$ cat src/vsf_pkg.sv
package vsf_pkg;

  // Clock and switching period, in nanoseconds
  localparam int unsigned CLK_PERIOD_NS = 5;
  localparam int unsigned SW_PERIOD_NS  = 1000;
  // Clocks per switching cycle, rounded down
  localparam int unsigned CYC_CLKS      = SW_PERIOD_NS / CLK_PERIOD_NS;
  // Code samples taken in one switching cycle
  localparam int unsigned SAMPLES_PER_CYC = 6;
  // Clocks between two code samples, rounded down
  localparam int unsigned SAMP_CLKS     = CYC_CLKS / SAMPLES_PER_CYC;
  // Half-cycle wait before a single step, in clocks
  localparam int unsigned HALF_CLKS     = CYC_CLKS / 2;
  // Switching cycles spent tristated after an overcurrent trip
  localparam int unsigned OC_WAIT_CYCLES = 4096;
  // Consecutive cycles a channel may stay over the limit
  localparam int unsigned CHAN_OC_CYCLES = 8;

  // Level index: 0 is the highest voltage, one index is 12.5mV
  localparam logic [5:0] LVL_OFS    = 6'h0b;
  localparam logic [5:0] LVL_OFF_HI = 6'h2a;
  localparam logic [5:0] LVL_LOWEST = 6'h3d;
  localparam logic [4:0] CODE_OFF   = 5'h1f;

  // Register byte offsets
  localparam logic [7:0] REG_CTRL   = 8'h00;
  localparam logic [7:0] REG_STATUS = 8'h04;
  localparam logic [7:0] REG_LEVEL  = 8'h08;
  localparam logic [7:0] REG_TRIPS  = 8'h0c;
  // Control field positions and reset value
  localparam int unsigned CTRL_RUN_BIT = 0;
  localparam logic        CTRL_RUN_RST = 1'b1;
  // Status field positions
  localparam int unsigned STAT_OV_BIT   = 3;
  localparam int unsigned STAT_OFF_BIT  = 4;
  localparam int unsigned STAT_PEND_BIT = 5;
  // Level register field positions
  localparam int unsigned LVL_TGT_LSB = 8;

  // Sequencer states
  typedef enum logic [2:0] {
    ST_IDLE = 3'b000,
    ST_SOFT = 3'b001,
    ST_RUN  = 3'b010,
    ST_OV   = 3'b011,
    ST_OC   = 3'b100
  } vsf_state_type;

  // Maps the six code pins onto a linear level index
  function automatic logic [5:0] code_level(input logic [5:0] code);
    logic [5:0] lin;
    lin = {~code[5], code[4:0]} + LVL_OFS;
    if (lin > LVL_OFF_HI) begin
      lin = lin - 6'h02;
    end
    return lin;
  endfunction

endpackage

$ cat src/vsf_sync.sv
`timescale 1ns/100ps
// Two-stage synchroniser for a group of asynchronous pins
module vsf_sync #(
  parameter int unsigned W = 1
) (
  input  wire logic         pclk,    // System clock
  input  wire logic         presetn, // Asynchronous reset, active low
  input  wire logic [W-1:0] d,       // Asynchronous pin group
  output logic      [W-1:0] q        // Synchronised copy
);

  logic [W-1:0] meta_q; // First stage, read only by the second

  // Two flip-flops in series, cleared by reset
  always_ff @(posedge pclk or negedge presetn) begin
    if (!presetn) begin
      meta_q <= '0;
      q      <= '0;
    end else begin
      meta_q <= d;
      q      <= meta_q;
    end
  end

endmodule

$ cat src/vsf_top.sv
// What this block does
// RULE1: Six code pins select level; 11111x means off
// RULE2: Sample code six times per switching cycle
// RULE3: On change wait half cycle, step 12.5mV
// RULE4: Difference changes during wait: abandon step
// RULE5: Far target: step six times per cycle
// RULE6: Processor should move code one step slowly
// RULE7: Soft start only when enables and supply good
// RULE8: Overvoltage turns all low-side switches on
// RULE9: Overvoltage also drives crowbar output high
// RULE10: Overvoltage latches regulation off until reset
// RULE11: Latch clears by enable or supply drop only; the code also clears it when the run bit is written 0
// RULE12: Averaged current over limit trips immediately
// RULE13: Channel over limit eight cycles trips
// RULE14: Overcurrent trip tristates every PWM output
// RULE15: Stay tristated for 4096 switching cycles
// RULE16: After wait, soft start again if enabled
// RULE17: Trip and retry repeat without limit
// RULE18: Channel at or under limit clears count
//
// Decided for this implementation: the APB slave port and the address map.
`timescale 1ns/100ps
module vsf_top #(
  parameter int unsigned NCH      = 4,                       // Phases
  parameter int unsigned CYC      = vsf_pkg::CYC_CLKS,       // Clk/cycle
  parameter int unsigned SAMP     = vsf_pkg::SAMP_CLKS,      // Clk/sample
  parameter int unsigned HALF     = vsf_pkg::HALF_CLKS,      // Clk/half
  parameter int unsigned OC_WAIT  = vsf_pkg::OC_WAIT_CYCLES  // Hiccup
) (
  input  wire logic           pclk,                // 200 MHz clock
  input  wire logic           presetn,             // Async reset, low
  input  wire logic           psel,                // APB select
  input  wire logic           penable,             // APB access phase
  input  wire logic           pwrite,              // APB write
  input  wire logic [7:0]     paddr,               // APB byte address
  input  wire logic [31:0]    pwdata,              // APB write data
  output logic      [31:0]    prdata,              // APB read data
  output logic                pready,              // APB ready
  output logic                pslverr,             // APB error
  input  wire logic [5:0]     voltage_code_input,  // Code pins, bit0 half
  input  wire logic           enable_input,        // Main enable pin
  input  wire logic           secondary_enable_input, // Second enable
  input  wire logic           supply_good,         // Supply above POR
  input  wire logic           overvoltage_in,      // Overvoltage comp.
  input  wire logic           averaged_channel_current, // Avg over limit
  input  wire logic [NCH-1:0] chan_over_limit,     // Per channel over
  input  wire logic [NCH-1:0] pwm_mod_in,          // Modulator PWM
  output logic      [NCH-1:0] pwm_out,             // PWM level to drivers
  output logic      [NCH-1:0] pwm_oe,              // PWM drive enable
  output logic                crowbar_drive_out,   // Crowbar gate drive
  output logic      [5:0]     ref_level            // Reference level index
);

  localparam int unsigned SW = 11 + 2 * NCH; // Synchronised pin count

  logic [SW-1:0]  pins_s;     // Synchronised pins
  logic [5:0]     code_s;     // Synchronised code
  logic           en_s;       // Main enable
  logic           en2_s;      // Second enable
  logic           sup_s;      // Supply good
  logic           ov_s;       // Overvoltage
  logic           avg_s;      // Averaged current over limit
  logic [NCH-1:0] chan_s;     // Channel over limit
  logic [NCH-1:0] mod_s;      // Modulator PWM

  // All pins except clock, reset and the APB bus pins pass two flip-flops before use
  vsf_sync #(.W(SW)) u_sync (
    .pclk    (pclk),
    .presetn (presetn),
    .d       ({voltage_code_input, enable_input, secondary_enable_input,
               supply_good, overvoltage_in, averaged_channel_current,
               chan_over_limit, pwm_mod_in}),
    .q       (pins_s)
  );

  assign {code_s, en_s, en2_s, sup_s, ov_s, avg_s, chan_s, mod_s} = pins_s;

  vsf_pkg::vsf_state_type state_q, state_d; // Sequencer state
  logic [15:0] cyc_cnt_q;   // Clocks into switching cycle
  logic [15:0] samp_cnt_q;  // Clocks into sample slot
  logic [15:0] wait_cnt_q;  // Half-cycle wait counter
  logic        pend_q;      // Single step pending
  logic [6:0]  pend_diff_q; // Difference seen at start of wait
  logic [5:0]  ref_q;       // Reference level
  logic [15:0] hic_cnt_q;   // Overcurrent wait, in cycles
  logic [15:0] trips_q;     // Overcurrent trips seen
  logic        run_en_q;    // Software run enable
  logic [3:0]  oc_cnt_q [NCH]; // Per channel consecutive count

  // Switching cycle and sample ticks
  wire cyc_tick  = (cyc_cnt_q == 16'(CYC - 1));
  wire samp_tick = (samp_cnt_q == 16'(SAMP - 1)) && !cyc_tick; // see RULE2

  // Code decode and qualification
  wire [5:0] target   = vsf_pkg::code_level(code_s);        // see RULE1
  wire       code_off = (code_s[5:1] == vsf_pkg::CODE_OFF); // see RULE1
  wire       qualified = en_s && en2_s && sup_s && run_en_q; // see RULE7
  wire [6:0] diff     = {1'b0, target} - {1'b0, ref_q};
  wire       far      = (diff != 7'h00) && (diff != 7'h01) &&
                        (diff != 7'h7f);
  wire [5:0] ref_step = diff[6] ? ref_q - 6'h01 : ref_q + 6'h01;
  wire       wait_done = pend_q && (wait_cnt_q == 16'(HALF - 1));
  wire       wait_kill = pend_q && (diff != pend_diff_q);   // see RULE4

  // Overcurrent sources
  logic [NCH-1:0] chan_trip;
  wire oc_trip = avg_s || (|chan_trip);                      // see RULE12
  wire regulating = (state_q == vsf_pkg::ST_SOFT) ||
                    (state_q == vsf_pkg::ST_RUN);
  wire oc_enter = regulating && qualified && !ov_s && oc_trip;
  // Entry lands mid-cycle, so one extra tick keeps a full OC_WAIT cycles
  wire hic_done = (hic_cnt_q == 16'(OC_WAIT)) && cyc_tick;

  // Per channel consecutive over-limit counters
  for (genvar i = 0; i < NCH; i++) begin : g_chan
    assign chan_trip[i] = (oc_cnt_q[i] == 4'(vsf_pkg::CHAN_OC_CYCLES));
    // Count cycles over the limit, clear when under it
    always_ff @(posedge pclk or negedge presetn) begin
      if (!presetn) begin
        oc_cnt_q[i] <= 4'h0;
      end else if (!regulating) begin
        oc_cnt_q[i] <= 4'h0;
      end else if (cyc_tick) begin
        oc_cnt_q[i] <= !chan_s[i] ? 4'h0 :                  // see RULE18
                       chan_trip[i] ? oc_cnt_q[i] :
                       oc_cnt_q[i] + 4'h1;                  // see RULE13
      end
    end
  end

  // Next state
  always_comb begin
    state_d = state_q;
    if (!qualified) begin
      state_d = vsf_pkg::ST_IDLE;                           // see RULE11
    end else if (ov_s && state_q != vsf_pkg::ST_IDLE) begin
      state_d = vsf_pkg::ST_OV;                             // see RULE10
    end else begin
      case (state_q)
        vsf_pkg::ST_IDLE: begin
          if (!code_off) begin
            state_d = vsf_pkg::ST_SOFT;                     // see RULE7
          end
        end
        vsf_pkg::ST_SOFT: begin
          if (oc_enter) begin
            state_d = vsf_pkg::ST_OC;
          end else if (ref_q == target) begin
            state_d = vsf_pkg::ST_RUN;
          end
        end
        vsf_pkg::ST_RUN: begin
          if (oc_enter) begin
            state_d = vsf_pkg::ST_OC;
          end else if (code_off) begin
            state_d = vsf_pkg::ST_IDLE;
          end
        end
        vsf_pkg::ST_OV: begin
          state_d = vsf_pkg::ST_OV;                         // see RULE10
        end
        vsf_pkg::ST_OC: begin
          if (hic_done) begin
            state_d = vsf_pkg::ST_SOFT;                     // see RULE16
          end
        end
        default: begin
          state_d = vsf_pkg::ST_IDLE;
        end
      endcase
    end
  end

  // State and timing counters
  always_ff @(posedge pclk or negedge presetn) begin
    if (!presetn) begin
      state_q    <= vsf_pkg::ST_IDLE;
      cyc_cnt_q  <= 16'h0000;
      samp_cnt_q <= 16'h0000;
    end else begin
      state_q    <= state_d;
      cyc_cnt_q  <= cyc_tick ? 16'h0000 : cyc_cnt_q + 16'h0001;
      samp_cnt_q <= (cyc_tick || samp_tick) ? 16'h0000 :
                    samp_cnt_q + 16'h0001;
    end
  end

  // Hiccup wait, restarted on each trip
  always_ff @(posedge pclk or negedge presetn) begin
    if (!presetn) begin
      hic_cnt_q <= 16'h0000;
    end else if (state_q != vsf_pkg::ST_OC) begin
      hic_cnt_q <= 16'h0000;                                // see RULE17
    end else if (cyc_tick) begin
      hic_cnt_q <= hic_cnt_q + 16'h0001;                    // see RULE15
    end
  end

  // Reference walk: soft start, single steps and fast steps
  always_ff @(posedge pclk or negedge presetn) begin
    if (!presetn) begin
      ref_q       <= vsf_pkg::LVL_LOWEST;
      pend_q      <= 1'b0;
      pend_diff_q <= 7'h00;
      wait_cnt_q  <= 16'h0000;
    end else if (state_q != vsf_pkg::ST_RUN) begin
      pend_q     <= 1'b0;
      wait_cnt_q <= 16'h0000;
      if (state_q != vsf_pkg::ST_SOFT) begin
        ref_q <= vsf_pkg::LVL_LOWEST;
      end else if (cyc_tick && diff != 7'h00) begin
        ref_q <= ref_step;
      end
    end else if (pend_q) begin
      wait_cnt_q <= wait_cnt_q + 16'h0001;
      if (wait_kill) begin
        pend_q <= 1'b0;                                     // see RULE4
      end else if (wait_done) begin
        pend_q <= 1'b0;
        ref_q  <= ref_step;                                 // see RULE3
      end
    end else if (samp_tick && !code_off) begin
      if (far) begin
        ref_q <= ref_step;                                  // see RULE5
      end else if (diff != 7'h00) begin
        pend_q      <= 1'b1;                                // see RULE3
        pend_diff_q <= diff;
        wait_cnt_q  <= 16'h0000;
      end
    end
  end

  // Pin drive, one clock after the state decides it
  always_ff @(posedge pclk or negedge presetn) begin
    if (!presetn) begin
      pwm_out           <= '0;
      pwm_oe            <= '0;
      crowbar_drive_out <= 1'b0;
      ref_level         <= vsf_pkg::LVL_LOWEST;
    end else begin
      ref_level         <= ref_q;
      crowbar_drive_out <= (state_d == vsf_pkg::ST_OV) && ov_s; // see RULE9
      if (state_d == vsf_pkg::ST_OV) begin
        pwm_out <= '0;                                      // see RULE8
        pwm_oe  <= '1;
      end else if (state_d == vsf_pkg::ST_SOFT ||
                   state_d == vsf_pkg::ST_RUN) begin
        pwm_out <= mod_s;
        pwm_oe  <= '1;
      end else begin
        pwm_out <= '0;                                      // see RULE14
        pwm_oe  <= '0;
      end
    end
  end

  // APB decode: answer comes in the first access cycle
  wire setup    = psel && !penable;
  wire acc_wr   = psel && penable && pready && pwrite;
  wire hit_ctrl = (paddr == vsf_pkg::REG_CTRL);
  wire hit_stat = (paddr == vsf_pkg::REG_STATUS);
  wire hit_lvl  = (paddr == vsf_pkg::REG_LEVEL);
  wire hit_trip = (paddr == vsf_pkg::REG_TRIPS);
  wire mapped   = hit_ctrl || hit_stat || hit_lvl || hit_trip;
  wire [31:0] stat_word = {26'h000_0000, pend_q, code_off, 1'b0,
                           state_q};
  wire [31:0] rd_word =
    hit_ctrl ? {31'h0000_0000, run_en_q} :
    hit_stat ? stat_word :
    hit_lvl  ? {18'h0_0000, target, 2'b00, ref_q} :
    hit_trip ? {16'h0000, trips_q} : 32'h0000_0000;

  // Bus answer registers
  always_ff @(posedge pclk or negedge presetn) begin
    if (!presetn) begin
      pready  <= 1'b0;
      pslverr <= 1'b0;
      prdata  <= 32'h0000_0000;
    end else begin
      pready  <= setup;
      pslverr <= setup && !mapped;
      prdata  <= (setup && !pwrite) ? rd_word : 32'h0000_0000;
    end
  end

  // Software registers; a trip in the clearing cycle still counts
  always_ff @(posedge pclk or negedge presetn) begin
    if (!presetn) begin
      run_en_q <= vsf_pkg::CTRL_RUN_RST;
      trips_q  <= 16'h0000;
    end else begin
      if (acc_wr && hit_ctrl) begin
        run_en_q <= pwdata[vsf_pkg::CTRL_RUN_BIT];
      end
      if (acc_wr && hit_trip) begin
        trips_q <= {15'h0000, oc_enter};
      end else if (oc_enter && trips_q != 16'hffff) begin
        trips_q <= trips_q + 16'h0001;
      end
    end
  end
endmodule

$ cat config.mk
export PLATFORM = sky130hd
export DESIGN_NAME = vsf_top
export DESIGN_NICKNAME = d
export VERILOG_FILES = /design/src/vsf_pkg.sv /design/src/vsf_sync.sv /design/src/vsf_top.sv
export SDC_FILE = /design/constraint.sdc
export NUM_CORES = 1
export LEC_CHECK = 0
export ABC_AREA = 1
export BUFFER_PORTS_ARGS = -buffer_cell sky130_fd_sc_hd__buf_4
export CAP_MARGIN = 20
export CORE_ASPECT_RATIO = 0.8
export CORE_MARGIN = 2
export CORE_UTILIZATION = 30
export DETAILED_ROUTE_END_ITERATION = 10
export PLACE_DENSITY = 0.56
export REMOVE_ABC_BUFFERS = 1
export SETUP_SLACK_MARGIN = 0.5
export SYNTH_ARGS = -nofsm -noshare
export SYNTH_HDL_FRONTEND = slang
export SYNTH_SLANG_ARGS = --single-unit
$ cat constraint.sdc
create_clock -name pclk -period 6.4 [get_ports pclk]
set_input_delay 0.64 -clock pclk [delete_from_list [all_inputs] [get_ports pclk]]
set_output_delay 0.64 -clock pclk [all_outputs]
set_load 0.03 [all_outputs]
# Word level (Yosys, flattened, before mapping)
# Index checks and enable logic that the tools add are counted.
# classes
n_addsub	14
order_cmp	1
eq_ne	36
muxes	62
n_bitwise	4
n_reduce_logical	55
# op_table
cell	count
16-bit two-way mux	16
16-bit by 1-bit adder with 16-bit output, second input constant	5
4-bit two-way mux	20
6-bit two-way mux	10
1-bit logical AND	25
3-bit two-way mux	8
4-bit by 1-bit adder with 4-bit output, second input constant	4
16-bit by 13-bit == test with 1-bit output, second input constant	1
16-bit by 6-bit == test with 1-bit output, second input constant	1
16-bit by 7-bit == test with 1-bit output, second input constant	1
16-bit by 8-bit == test with 1-bit output, second input constant	1
4-bit == test, second input constant	4
8-bit by 4-bit == test with 1-bit output, second input constant	2
16-bit != test, second input constant	1
3-bit != test, second input constant	5
3-bit case mux with 5 select lines	1
3-bit by 2-bit == test with 1-bit output, second input constant	4
3-bit nonzero test	4
5-bit AND reduction	2
3-bit by 1-bit != test with 1-bit output, second input constant	3
3-bit by 2-bit != test with 1-bit output, second input constant	3
8-bit by 3-bit == test with 1-bit output, second input constant	1
8-bit zero test	1
2-bit AND reduction	4
other kinds (23)	45
# totals
regBits	185
in_bits	64
out_inout_bits	49
elab_cells	195

# Logic depth before layout (Yosys ltp)
# Gate-level depths: netlist (run 1).
# depth
ltp_word	14
mapped_depth	26
mapped_depth_nobuf	26

# By module
# A second synthesis (run 1) with hierarchy kept.
# unflattened
hier_cells	1165
area_unflattened_um2	9594.2
# modules_own_cells
module	instances	cells_each	area_each_um2	seq_area_each_um2
vsf_top	1	1127	8643.3	3617.2
vsf_sync	1	38	950.9	950.9

# Least setup slack after synthesis (run 1)
# No wires, ideal clock.
# synth_timing
path_type	register to register
start	reg u_sync.q[13]
end	reg ref_q[5]
t_arrival_ns	3.370
slack_ns	2.950
stages_incl_launch_ff	27
n_path_buf	0
synth_period_minus_slack_ns	3.450
cell_sequence	dfrtp_1 -> inv_1 -> ha_1 -> xnor2_1 -> nor2_1 -> o21ai_0 -> nand2_1 -> inv_1 -> nand2_1 -> o21ai_0 -> inv_1 -> ha_1 -> nand2_1 -> nor2_1 -> nand2_1 -> nand3_2 -> inv_2 -> ha_1 -> a21oi_1 -> nand2_1 -> nand2_1 -> nand2_1 -> a21oi_1 -> o21ai_0 -> a21o_1 -> nand2_1 -> nand2_1
# synth_via
elab_chain_len	9
# synth_lines
item	line	source
from (decl)	vsf_sync.sv:9	output logic [W-1:0] q
from (signal assigned)	vsf_sync.sv:21	q <= meta_q;
6-bit by 4-bit adder with 6-bit output (*)	vsf_pkg.sv:52	lin = {~code[5], code[4:0]} + LVL_OFS;
6-bit by 2-bit subtractor with 6-bit output / 6-bit greater-than comparator (equally long branches)	vsf_pkg.sv:54, vsf_pkg.sv:53	
6-bit two-way mux (*)	vsf_pkg.sv:53	if (lin > LVL_OFF_HI) begin
6-bit by 6-bit subtractor with 7-bit output (*)	vsf_top.sv:98	wire [6:0] diff = {1'b0, target} - {1'b0, ref_q};
via diff[6]	vsf_top.sv:98	
7-bit by 1-bit != test with 1-bit output (tied with other cells)	vsf_top.sv:99	wire far = (diff != 7'h00) && (diff != 7'h01) &&
1-bit logical AND (tied with other cells) (2 in series)	vsf_top.sv:99	
3-bit nonzero test (no source line) / 6-bit two-way mux (equally long branches)	--	
5-bit AND reduction (no source line) / 6-bit two-way mux (equally long branches)	--	
to (signal assigned)	vsf_top.sv:202	ref_q <= vsf_pkg::LVL_LOWEST;
to (signal assigned)	vsf_top.sv:210	ref_q <= vsf_pkg::LVL_LOWEST;
to (signal assigned)	vsf_top.sv:212	ref_q <= ref_step;
to (decl)	vsf_top.sv:84	logic [5:0] ref_q;
# Mark *: on every way through the listed nets, which the timed path passes. The rest lies on a longest branch. The select of a mux whose other input is x is not followed.
# A chain may end at the register's enable or synchronous reset.

# Worst setup path in the final report (run 1)
# Ends and elaborated chain as after synthesis.

==> results of run 1 <==
## metal layers
metal	vias up	GRT usage, %
met2	128	19.5
met3	17	3.43
met5	-	0
met4	0	4.18
li1	3863	-
met1	3484	18.9
## flip-flops by register name, summed over array words and instances, names as in the netlist, 3 cells and up
| signal | flops |
|---|---|
| wait_cnt_q | 16 |
| u_sync.q | 19 |
| cyc_cnt_q | 16 |
| hic_cnt_q | 16 |
| u_sync.meta_q | 19 |
| oc_cnt_q | 16 |
| ref_level | 6 |
| ref_q | 6 |
| prdata | 16 |
| state_q | 3 |
| trips_q | 16 |
| samp_cnt_q | 16 |
| pend_diff_q | 7 |
| pwm_out | 4 |
## cell families (layout without fill, tap and decap cells)
family | count (synthesis) | after routing | synth area share (%)
buffers and inverters | 213 | 283 | 9.57
AOI/OAI and AO/OA | 148 | 148 | 9.11
other | 1 | 16 | 0.0394
DFF | 182 | 182 | 47.9
and+or+nand+nor | 545 | 545 | 26.7
adders and majority gates | 30 | 30 | 4.10
xor gates and xnor gates | 27 | 27 | 2.48
## critical path, cell delays in order (launching register included)
cell	delay, ns
dfrtp_1	0.45
inv_1	0.10
ha_1	0.23
xnor2_1	0.28
nor2_1	0.06
o21ai_0	0.16
nand2_1	0.13
inv_1	0.14
nand2_1	0.07
o21ai_0	0.08
inv_1	0.07
ha_1	0.40
nand2_1	0.13
nor2_1	0.10
nand2_1	0.07
nand3_2	0.13
inv_2	0.10
ha_1	0.35
a21oi_1	0.21
nand2_1	0.08
nand2_1	0.08
nand2_1	0.06
a21oi_1	0.15
o21ai_0	0.11
a21o_1	0.16
nand2_1	0.06
nand2_1	0.06
## worst min path at each step
stage	depth (start not counted)	slack (ns)	from	to
after floorplan	0	0.33	u_sync.meta_q[0]	u_sync.q[0]
after global placement	0	0.33	u_sync.meta_q[7]	u_sync.q[7]
after detailed placement	0	0.33	u_sync.meta_q[15]	u_sync.q[15]
after CTS	1	0.26	chan_over_limit[2]	u_sync.meta_q[6]
after global routing	1	0.26	chan_over_limit[1]	u_sync.meta_q[5]
final	1	0.29	presetn	trips_q[14]
## cells in the final DEF, fill, tap and decap left out, types with 3 or more instances in the layout
cell type	Yosys	layout
nand2_1	215	215
inv_1	175	175
dfrtp_1	171	171
nor2_1	105	105
nand3_1	104	104
buf_4	20	65
o21ai_0	54	54
a21oi_1	44	44
nor3_1	42	42
nand4_1	30	30
ha_1	28	28
xor2_1	23	23
clkbuf_16	0	17
conb_1	1	16
dfstp_2	11	11
inv_2	8	8
nor2_2	8	8
o21bai_1	7	7
nand3_2	6	6
nand2_2	6	6
a31oi_1	6	6
nor4_1	6	6
o21ai_2	6	6
o211ai_1	5	5
o31ai_1	5	5
xnor2_1	4	4
nand2_4	4	4
o221ai_1	4	4
o21a_1	4	4
clkinvlp_4	0	4
o21ai_1	3	3
nor3_2	3	3
nor2_4	3	3
clkinv_4	0	3
inv_6	0	3
## layout make-up
cell class	instances	area share [%]
sequential	182	41.6
multi-input combinational	766	37.3
inverter	185	6.32
tap	420	4.78
timing repair buffer	66	4.57
clock buffer	17	3.87
clock inverter	15	1.55
## stage by stage
step / hold slack (ns) / power [mW]
final: 0.285 / 2.63
after floorplan: 0.331 / 1.47
after global routing: 0.257 / 2.78
after global placement: 0.334 / 1.57
after detailed placement: 0.335 / 1.58
after CTS: 0.259 / 2.67
## power groups by stage
stage	clock network (mW)	registers, mW	logic, mW
final	1.07	1.20	0.350
after global routing	1.17	1.21	0.404
after global placement	0	1.22	0.349
after detailed placement	0	1.22	0.351
after CTS	1.11	1.20	0.353
after floorplan	0	1.23	0.233
==> reports/metrics.cfg, run 1 <==
[run_status]
status = complete, no violations

[setup_path]
required_ns = 6.78
endpoint = ref_q[5]
cp-end-kind = register
r2r_start = u_sync.q[13]
critPathArrivalTime_ns = 4.46
worstSetupStartpoint = u_sync.q[13]
path_class = reg -> reg
reg2regPathDepth = 26
cp-start-kind = register
path_max_fanout = 7
reg2reg_setup_slack_ns = 2.32
timing.rr.end = ref_q[5]

[layout]
multi_input_area_um2 = 4100
fillers = 3291
final_area_um2 = 11000
nets = 1312
diodes = 0
areaGrowthSynthToFinish_pct = 15.3
final_core_util_pct = 35.1
drive_above_1_share_pct = 13.2
final_cells = 1651
seq_area_um2 = 4570

[detailed_routing]
met3_length_um = 944
viasPerCell = 4.54
drt-met1-wl_um = 10600
route.detailed.wl_per_inst_um = 12.6
routed_wl_um = 20700
drtIter0Drc = 522
ant_nets = 0
drt-pass1-iter-count = 7
num_vias = 7492
top_layer_used = met4
route.met2.wl_um = 8890
drcViolationCount = 0

[timing]
hold_viol = 0
fin_crit_sh_pct = 63.7
fin_ws_ns = 2.32
rsz0062_at_grt = false
max_freq_ghz = 0.245
worst_pin_slew_ns = 1.00
fin_crit_ns = 4.08
skew_ns = 0.0118
setup-tns-final_ns = 0
slew_headroom_pct = 32.8
final_max_slew_viol_count = 0
finalSetupViolations = 0

[clocking]
cts_hold_buffers = 0
cts_inserted_buffers = 17
cts_sinks = 182
clkTransAtPathRegs_ns = 0.07
clk_root_buffer_cell = clkbuf_16
cts_setup_buffers = 0
cts_buffer_depth = 2
worstSkewPairLatency_ns = 0.45
cts_resized = 0
h-tree-depth = 4
tritoncts = done

[floorplan]
die_w_um = 203
core_area_um2 = 31400
pin_count = 113
initial_core_util_pct = 30.4
dieHeight_um = 163
die_area_um2 = 33200
fp-row-count = 58

[pwr]
p_comb_share_pct = 13.3
intPower_mw = 1.88
seqPwrFrac_pct = 45.8
clockPowerShare_pct = 40.9
p_per_area_nw_per_um2 = 239
power_switching_mw = 0.745
swShare_pct = 28.4
p_leak_nw = 5.26
vdd_drop_max_uv = 183

[synthesis]
synth.distinct_cells = 51
synth_warnings = 0
avgSynthCellArea_um2 = 8.31
yosys.area.top_type_share_pct = 44.9
synth_area_um2 = 9530
ys_ff_latch = 182
synth_largest_area_cell = dfrtp_1
synthArstFlopShare_pct = 100
synthMostInstantiatedCell = nand2_1
synth_area_leaders = dfrtp_1 45%, nand2_1 8.5%, inv_1 6.9%, nand3_1 5.5%, nor2_1 4.1%
synthFlopType = dfrtp_1
ys_top_cells_by_count = 215 x nand2_1, 175 x inv_1, 171 x dfrtp_1, 105 x nor2_1, 104 x nand3_1
yosysSeqAreaShare_pct = 47.9
synth_cells = 1146
synth_edf_count = 0

[worst_hold_path]
hp-class = in -> async

[placed_design]
portBuffers = 65
pre_cts_ws_ns = 2.36
dpl_cell_area_um2 = 10400
dp_hpwl_um = 15300
place.gp.congestion = 0.851
dp_cells = 1619

[global_route]
antenna_found_initial = 0
grt_overflow = 0
grt_first_pass_wirelength_um = 35000
grt_max_degree = 108
grt.total_usage_pct = 13.2
grt_pass1_vias = 7096

[run]
cap_violations = 0

(Power assumes the default switching activity.)
==> run 2: changes to the inputs <==
==> constraint.sdc (replaced) <==
create_clock -name pclk -period 3.78 [get_ports pclk]
set_input_delay 0.378 -clock pclk [delete_from_list [all_inputs] [get_ports pclk]]
set_output_delay 0.378 -clock pclk [all_outputs]
set_load 0.03 [all_outputs]
==> run 2 against run 1 <==
The run now ends with hold timing left; total power rose by 75%; sequential share of layout area fell by 2.3 points; final cell count rose by 2.5%; clock power rose by 60%; fmax rose by 25%; routed wire length rose by 6.1%; die area did not move; via count rose by 3.1%; combinational power rose by 140%; clock-buffer cell count rose by 1; worst setup slack got worse by 1.8 ns; critical path type unchanged.
==> reports/metrics.cfg, run 2 (synthesized netlist as in run 1, its figures left out) <==
[placed_design]
dp_hpwl_um = 15700  ; +3.1%
portBuffers = 65  ; unchanged
dpl_cell_area_um2 = 10500  ; +0.77%
place.gp.congestion = 0.835  ; -2.0%

[setup_path]
slowest_delay_ns = 0.40  ; -0.05 ns
critical_path_buf_inv_count = 6  ; +2
crit_chain = buf_6 > o21ai_4 > nand2_1 > nand2_2 > xor2_2 > buf_4 > buf_4 > buf_4 > ha_2 > a21oi_2 > nand3_4 > buf_4 > buf_4 > nand2_1 > nand2_1 > nor2_1 > nand3_1 > nand2_2 > nand2_4 > nor2_4 > nand2_1 > nand2_1
reg2regPathDepth = 22  ; -15%
required_ns = 4.16  ; -2.62 ns
r2r_start = u_sync.q[13]
critPathArrivalTime_ns = 3.66  ; -0.80 ns
cp-end-kind = register
cp-start-kind = register
reg2reg_setup_slack_ns = 0.51  ; -1.82 ns
crit_family = simple AND/OR/NAND/NOR gates
cpMaxStageDelayCell = dfrtp_1
path_class = reg -> reg
timing.rr.end = ref_q[5]
path_max_fanout = 7  ; unchanged

[clocking]
tritoncts = done
cts_inserted_buffers = 17  ; unchanged
cts_sinks = 182  ; unchanged
h-tree-depth = 4  ; unchanged
worstSkewPairLatency_ns = 0.45  ; about the same
cts_buffer_depth = 2  ; unchanged
clk_root_buffer_cell = clkbuf_16
clkTransAtPathRegs_ns = 0.07  ; about the same

[timing]
final_max_slew_viol_count = 0  ; unchanged
worst_hold_slack_ns = -0.0121  ; -0.297 ns
worst_pin_slew_ns = 0.931  ; -0.0739 ns
max_freq_ghz = 0.305  ; +25%
skew_ns = 0.0163  ; +0.00445 ns
fin_crit_sh_pct = 86.6  ; +23 points
fin_crit_ns = 3.27  ; -0.804 ns
setup-tns-final_ns = 0  ; unchanged
finalSetupViolations = 0  ; unchanged
slew_headroom_pct = 37.9  ; +5.1 points
rsz0062_at_grt = true
hold_viol = 5  ; +5

[floorplan]
core_area_um2 = 31400  ; unchanged
pin_count = 113  ; unchanged
initial_core_util_pct = 30.4  ; unchanged
die_area_um2 = 33200  ; unchanged
die_w_um = 203  ; unchanged
fp-row-count = 58  ; unchanged
dieHeight_um = 163  ; unchanged

[layout]
areaGrowthSynthToFinish_pct = 22.1
final_cell_mix = 195 x nand2_1, 169 x dfrtp_1, 168 x inv_1
diodes = 0  ; unchanged
nets = 1354  ; +3.2%
fillers = 3218  ; -2.2%
multi_input_area_um2 = 4430  ; +8.0%
seq_area_um2 = 4570  ; about the same
final_common_cell = nand2_1
drive_above_1_share_pct = 20.2  ; +7.0 points
final_area_um2 = 11600  ; +5.9%
biggestRegsByFlops = u_sync.meta_q: 19 flops, u_sync.q: 19 flops

[detailed_routing]
drtIter0Drc = 460  ; -12%
ant_nets = 0  ; unchanged
num_vias = 7726  ; +3.1%
route.detailed.wl_per_inst_um = 13.0  ; +3.5%
drcViolationCount = 0  ; unchanged
routed_wl_um = 22000  ; +6.1%
drt-pass1-iter-count = 4  ; -3
viasPerCell = 4.56  ; +0.57%

[global_route]
grt_max_degree = 107  ; -0.93%
grt_overflow = 0  ; unchanged
grt_pass1_vias = 7204  ; +1.5%
grt.total_usage_pct = 13.5  ; +0.24 points
grt_first_pass_wirelength_um = 35800  ; +2.3%
antenna_found_initial = 0  ; unchanged

[pwr]
vdd_drop_max_uv = 321  ; +75%
p_per_area_nw_per_um2 = 394  ; +65%
p_leak_nw = 5.51  ; +4.6%

[run]
cap_violations = 0  ; unchanged

[run_status]
status = complete, but fails checks
failed_checks = hold timing

[worst_hold_path]
hp-class = in -> async

## run 2: cell types whose count changed in the layout (fill, tap and decap cells not counted), moves of 5 or more
| cell | delta |
|---|---|
| ha_1 | -8 |
| ha_4 | +6 |
| inv_1 | -7 |
| dlygate4sd3_1 | +5 |
| nand2_2 | +17 |
| o21ai_0 | -7 |
| nand2_1 | -20 |
| buf_4 | +32 |
## run 2: per-layer routing
layer / GRT usage, % / routed length, um
met5: 0 / 0
met4: 3.78 / 246
met3: 2.99 / 727
met2: 20.5 / 9990
met1: 19.2 / 11000
## run 2: what timing repair did
item,4_1_cts,5_1_grt
resized for setup,30,52
endpoints found under the setup margin,30,30
setup buffers,12,14
hold buffers,5,0
endpoints found under the hold margin,5,0
gates cloned,0,2
pin swaps,19,37
## run 2: final cells by class
class | instances | share of cell area [%]
Tap cell | 420 | 4.52
Inverter | 185 | 6.05
Sequential cell | 182 | 39.3
Multi-Input combinational cell | 768 | 38.1
Clock inverter | 14 | 1.12
Timing Repair Buffer | 106 | 7.25
Clock buffer | 18 | 3.69
## run 2: where the power goes
part | switching, mW | internal, mW
Clock | 0.839 | 0.873
Combinational | 0.494 | 0.344
Sequential | 0.0373 | 2.00
## run 2: how the worst max path moves through the flow
stage          cells past startpoint          from  slack [ns]  endpoint
3_3_place_gp                      26  u_sync.q[13]        0.11  ref_q[5]
3_5_place_dp                      26  u_sync.q[13]       -0.03  ref_q[5]
5_1_grt                           20  u_sync.q[14]        0.27  ref_q[5]
6_report                          22  u_sync.q[13]        0.51  ref_q[5]
2_1_floorplan                     26  u_sync.q[13]        0.33  ref_q[5]
4_1_cts                           26  u_sync.q[14]        0.50  ref_q[5]
## run 2: worst reg2reg max path: stages, from the launching register on
cell and delay, ns:
dfrtp_1 0.40, buf_6 0.14, o21ai_4 0.16, nand2_1 0.08, nand2_2 0.08, xor2_2 0.20, buf_4 0.14, buf_4 0.09
buf_4 0.10, ha_2 0.31, a21oi_2 0.22, nand3_4 0.12, buf_4 0.14, buf_4 0.15, nand2_1 0.06, nand2_1 0.06
nor2_1 0.11, nand3_1 0.12, nand2_2 0.10, nand2_4 0.10, nor2_4 0.19, nand2_1 0.08, nand2_1 0.06
## run 2: metrics by stage
step	utilization, %	hold slack (ns)	setup slack, ns	instances	power, mW
after floorplan	-	0.0824	0.330	1133	2.48
after global placement	33.4	0.334	0.109	1628	2.69
after detailed placement	33.4	0.335	-0.0296	1628	2.70
after CTS	36.0	0.00176	0.499	1677	4.53
after global routing	37.1	0.00549	0.272	1693	4.83
final	37.1	-0.0121	0.505	1693	4.59
==> run 3: changes to the inputs <==
--- a/config.mk
+++ b/config.mk
@@ -12,6 +12,7 @@
 export CORE_MARGIN = 2
 export CORE_UTILIZATION = 30
 export DETAILED_ROUTE_END_ITERATION = 10
+export MAX_ROUTING_LAYER = met4
 export PLACE_DENSITY = 0.56
 export REMOVE_ABC_BUFFERS = 1
 export SETUP_SLACK_MARGIN = 0.5
==> run 3 against run 2 <==
The flow still finishes with violations (hold timing); clock power about the same; sequential cell count unchanged; final area unchanged; die area unchanged; global-route usage rose by 0.41 points; non-clock buffer count did not move; fmax is essentially flat; total power barely moved; hold slack lost 0.0014 ns; critical path type unchanged; critical endpoint is now ref_q[4]; highest routed layer unchanged.
==> reports/metrics.cfg, run 3 (synthesized netlist as in run 1, its figures left out) <==
[run_status]
status = complete, but fails checks
failed_checks = hold timing

[run]
cap_violations = 0  ; unchanged

[floorplan]
core_area_um2 = 31400  ; unchanged
die_w_um = 203  ; unchanged
pin_count = 113  ; unchanged
die_area_um2 = 33200  ; unchanged
fp-row-count = 58  ; unchanged
dieHeight_um = 163  ; unchanged
initial_core_util_pct = 30.4  ; unchanged

[detailed_routing]
viasPerCell = 4.57  ; +0.18%
routed_wl_um = 22000  ; about the same
drtIter0Drc = 513  ; +12%
drcViolationCount = 0  ; unchanged
drt-pass1-iter-count = 5  ; +1
num_vias = 7740  ; +0.18%
route.detailed.wl_per_inst_um = 13.0  ; about the same
ant_nets = 0  ; unchanged

[clocking]
worstSkewPairLatency_ns = 0.45  ; about the same
clkTransAtPathRegs_ns = 0.07  ; about the same
clk_root_buffer_cell = clkbuf_16
h-tree-depth = 4  ; unchanged
cts_inserted_buffers = 17  ; unchanged
tritoncts = done
cts_buffer_depth = 2  ; unchanged
cts_sinks = 182  ; unchanged

[placed_design]
dp_hpwl_um = 15700  ; unchanged
portBuffers = 65  ; unchanged
dp_cells = 1628  ; unchanged
place.gp.congestion = 0.848  ; +1.5%

[setup_path]
cp-start-kind = register
critPathArrivalTime_ns = 3.66  ; about the same
cp-end-kind = register
required_ns = 4.16  ; about the same
crit_family = simple AND/OR/NAND/NOR gates
path_class = reg -> reg
critical_path_buf_inv_count = 6  ; unchanged
slowest_delay_ns = 0.40  ; about the same
cpMaxStageDelayCell = dfrtp_1
path_max_fanout = 7  ; unchanged
crit_chain = buf_6 > o21ai_4 > nand2_1 > nand2_2 > xor2_2 > buf_4 > buf_4 > buf_4 > ha_2 > a21oi_2 > nand3_4 > buf_4 > buf_4 > nand2_1 > nand2_1 > nor2_1 > nand3_1 > nand2_2 > nand2_4 > nor2_4 > nand2_1 > nand2_1

[timing]
skew_ns = 0.0145  ; -0.00178 ns
final_max_slew_viol_count = 0  ; unchanged
worst_pin_slew_ns = 0.936  ; +0.00511 ns
slew_headroom_pct = 37.5  ; -0.34 points
finalSetupViolations = 0  ; unchanged
worst_hold_slack_ns = -0.0135  ; -0.00145 ns
fin_crit_sh_pct = 86.6  ; about the same
hold_viol = 6  ; +1
fin_crit_ns = 3.27  ; -0.00195 ns
setup-tns-final_ns = 0  ; unchanged
max_freq_ghz = 0.306  ; about the same
rsz0062_at_grt = true

[layout]
diodes = 0  ; unchanged
biggestRegsByFlops = u_sync.meta_q: 19 flops, u_sync.q: 19 flops
final_cell_mix = 195 x nand2_1, 169 x dfrtp_1, 168 x inv_1
areaGrowthSynthToFinish_pct = 22.1  ; unchanged
fillers = 3218  ; unchanged
final_common_cell = nand2_1
drive_above_1_share_pct = 20.2  ; unchanged
nets = 1354  ; unchanged
final_cells = 1693  ; unchanged

[pwr]
p_per_area_nw_per_um2 = 394  ; about the same
vdd_drop_max_uv = 324  ; +0.90%
p_leak_nw = 5.51  ; unchanged
finalPower_mw = 4.59  ; about the same

[worst_hold_path]
hp-class = in -> async

[global_route]
grt_first_pass_wirelength_um = 35800  ; unchanged
grt.total_usage_pct = 13.9  ; +0.41 points
antenna_found_initial = 0  ; unchanged
grt_pass1_vias = 7208  ; +0.056%
grt_max_degree = 107  ; unchanged
grt_overflow = 0  ; unchanged

==> run 3: cell counts in the layout (fill, tap and decap cells not counted) <==
Identical to the previous run, type by type.
==> run 3: final timing paths <==
check	startpoint	end	slack (ns)	cells after the start
max	u_sync.q[13]	ref_q[4]	0.51	22
min	presetn	trips_q[14]	-0.01	1
max reg2reg	u_sync.q[13]	ref_q[4]	0.51	22
min reg2reg	u_sync.meta_q[14]	u_sync.q[14]	0.35	0
max in group asynchronous	presetn	ref_q[3]	2.83	2
min in group pclk	pwm_mod_in[0]	u_sync.meta_q[0]	0.03	1
==> run 3: worst register-to-register path: stages, from the launching register on <==
cell and delay [ns]:
dfrtp_1 0.40, buf_6 0.14, o21ai_4 0.16, nand2_1 0.08
nand2_2 0.08, xor2_2 0.20, buf_4 0.14, buf_4 0.09
buf_4 0.10, ha_2 0.31, a21oi_2 0.22, nand3_4 0.12
buf_4 0.15, buf_4 0.15, nand2_1 0.06, nand2_1 0.06
nor2_1 0.11, nand3_1 0.12, nand2_2 0.10, nand2_4 0.10
nor2_4 0.19, nand2_1 0.07, nand2_1 0.07
==> run 3: power breakdown <==
group          switching (mW)  leakage (nW)  internal [mW]
logic                   0.493          2.86          0.343
registers              0.0371          2.37           2.00
clock network           0.839         0.275          0.872
==> run 3: per-layer routing <==
metal  up-vias  global-route usage [%]  share of wire, %
li1       3944                       -                 -
met1      3667                    19.2                50
met2       109                    20.6                45
met3        20                    3.05               3.7
met4         0                    3.78               1.1
met5         -                       -                 0
==> run 3: cell type report <==
class	count	area, um^2	area share, %
repair buffers	106	843	7.25
clock inverters	14	130	1.12
well taps	420	526	4.52
multi-input cells	768	4430	38.1
inverters	185	704	6.05
clock buffers	18	429	3.69
flip-flops and latches	182	4570	39.3
==> run 3: stage by stage <==
stage                     setup slack (ns)  instance area (um^2)  util (%)
after global placement               0.109                 10500      33.4
after global routing                 0.272                 11600      37.1
final                                0.507                 11600      37.1
after floorplan                      0.330                  9370         -
after detailed placement           -0.0296                 10500      33.4
after CTS                            0.499                 11300      36.0
==> run 3: what timing repair did <==
action                                  4_1_cts  5_1_grt
pin swaps                                    19       37
endpoints found under the setup margin       30       30
hold buffers                                  5        0
hold endpoints to repair                      5        0
cloned                                        0        2
resized for setup                            30       52
buffers inserted                             12       14
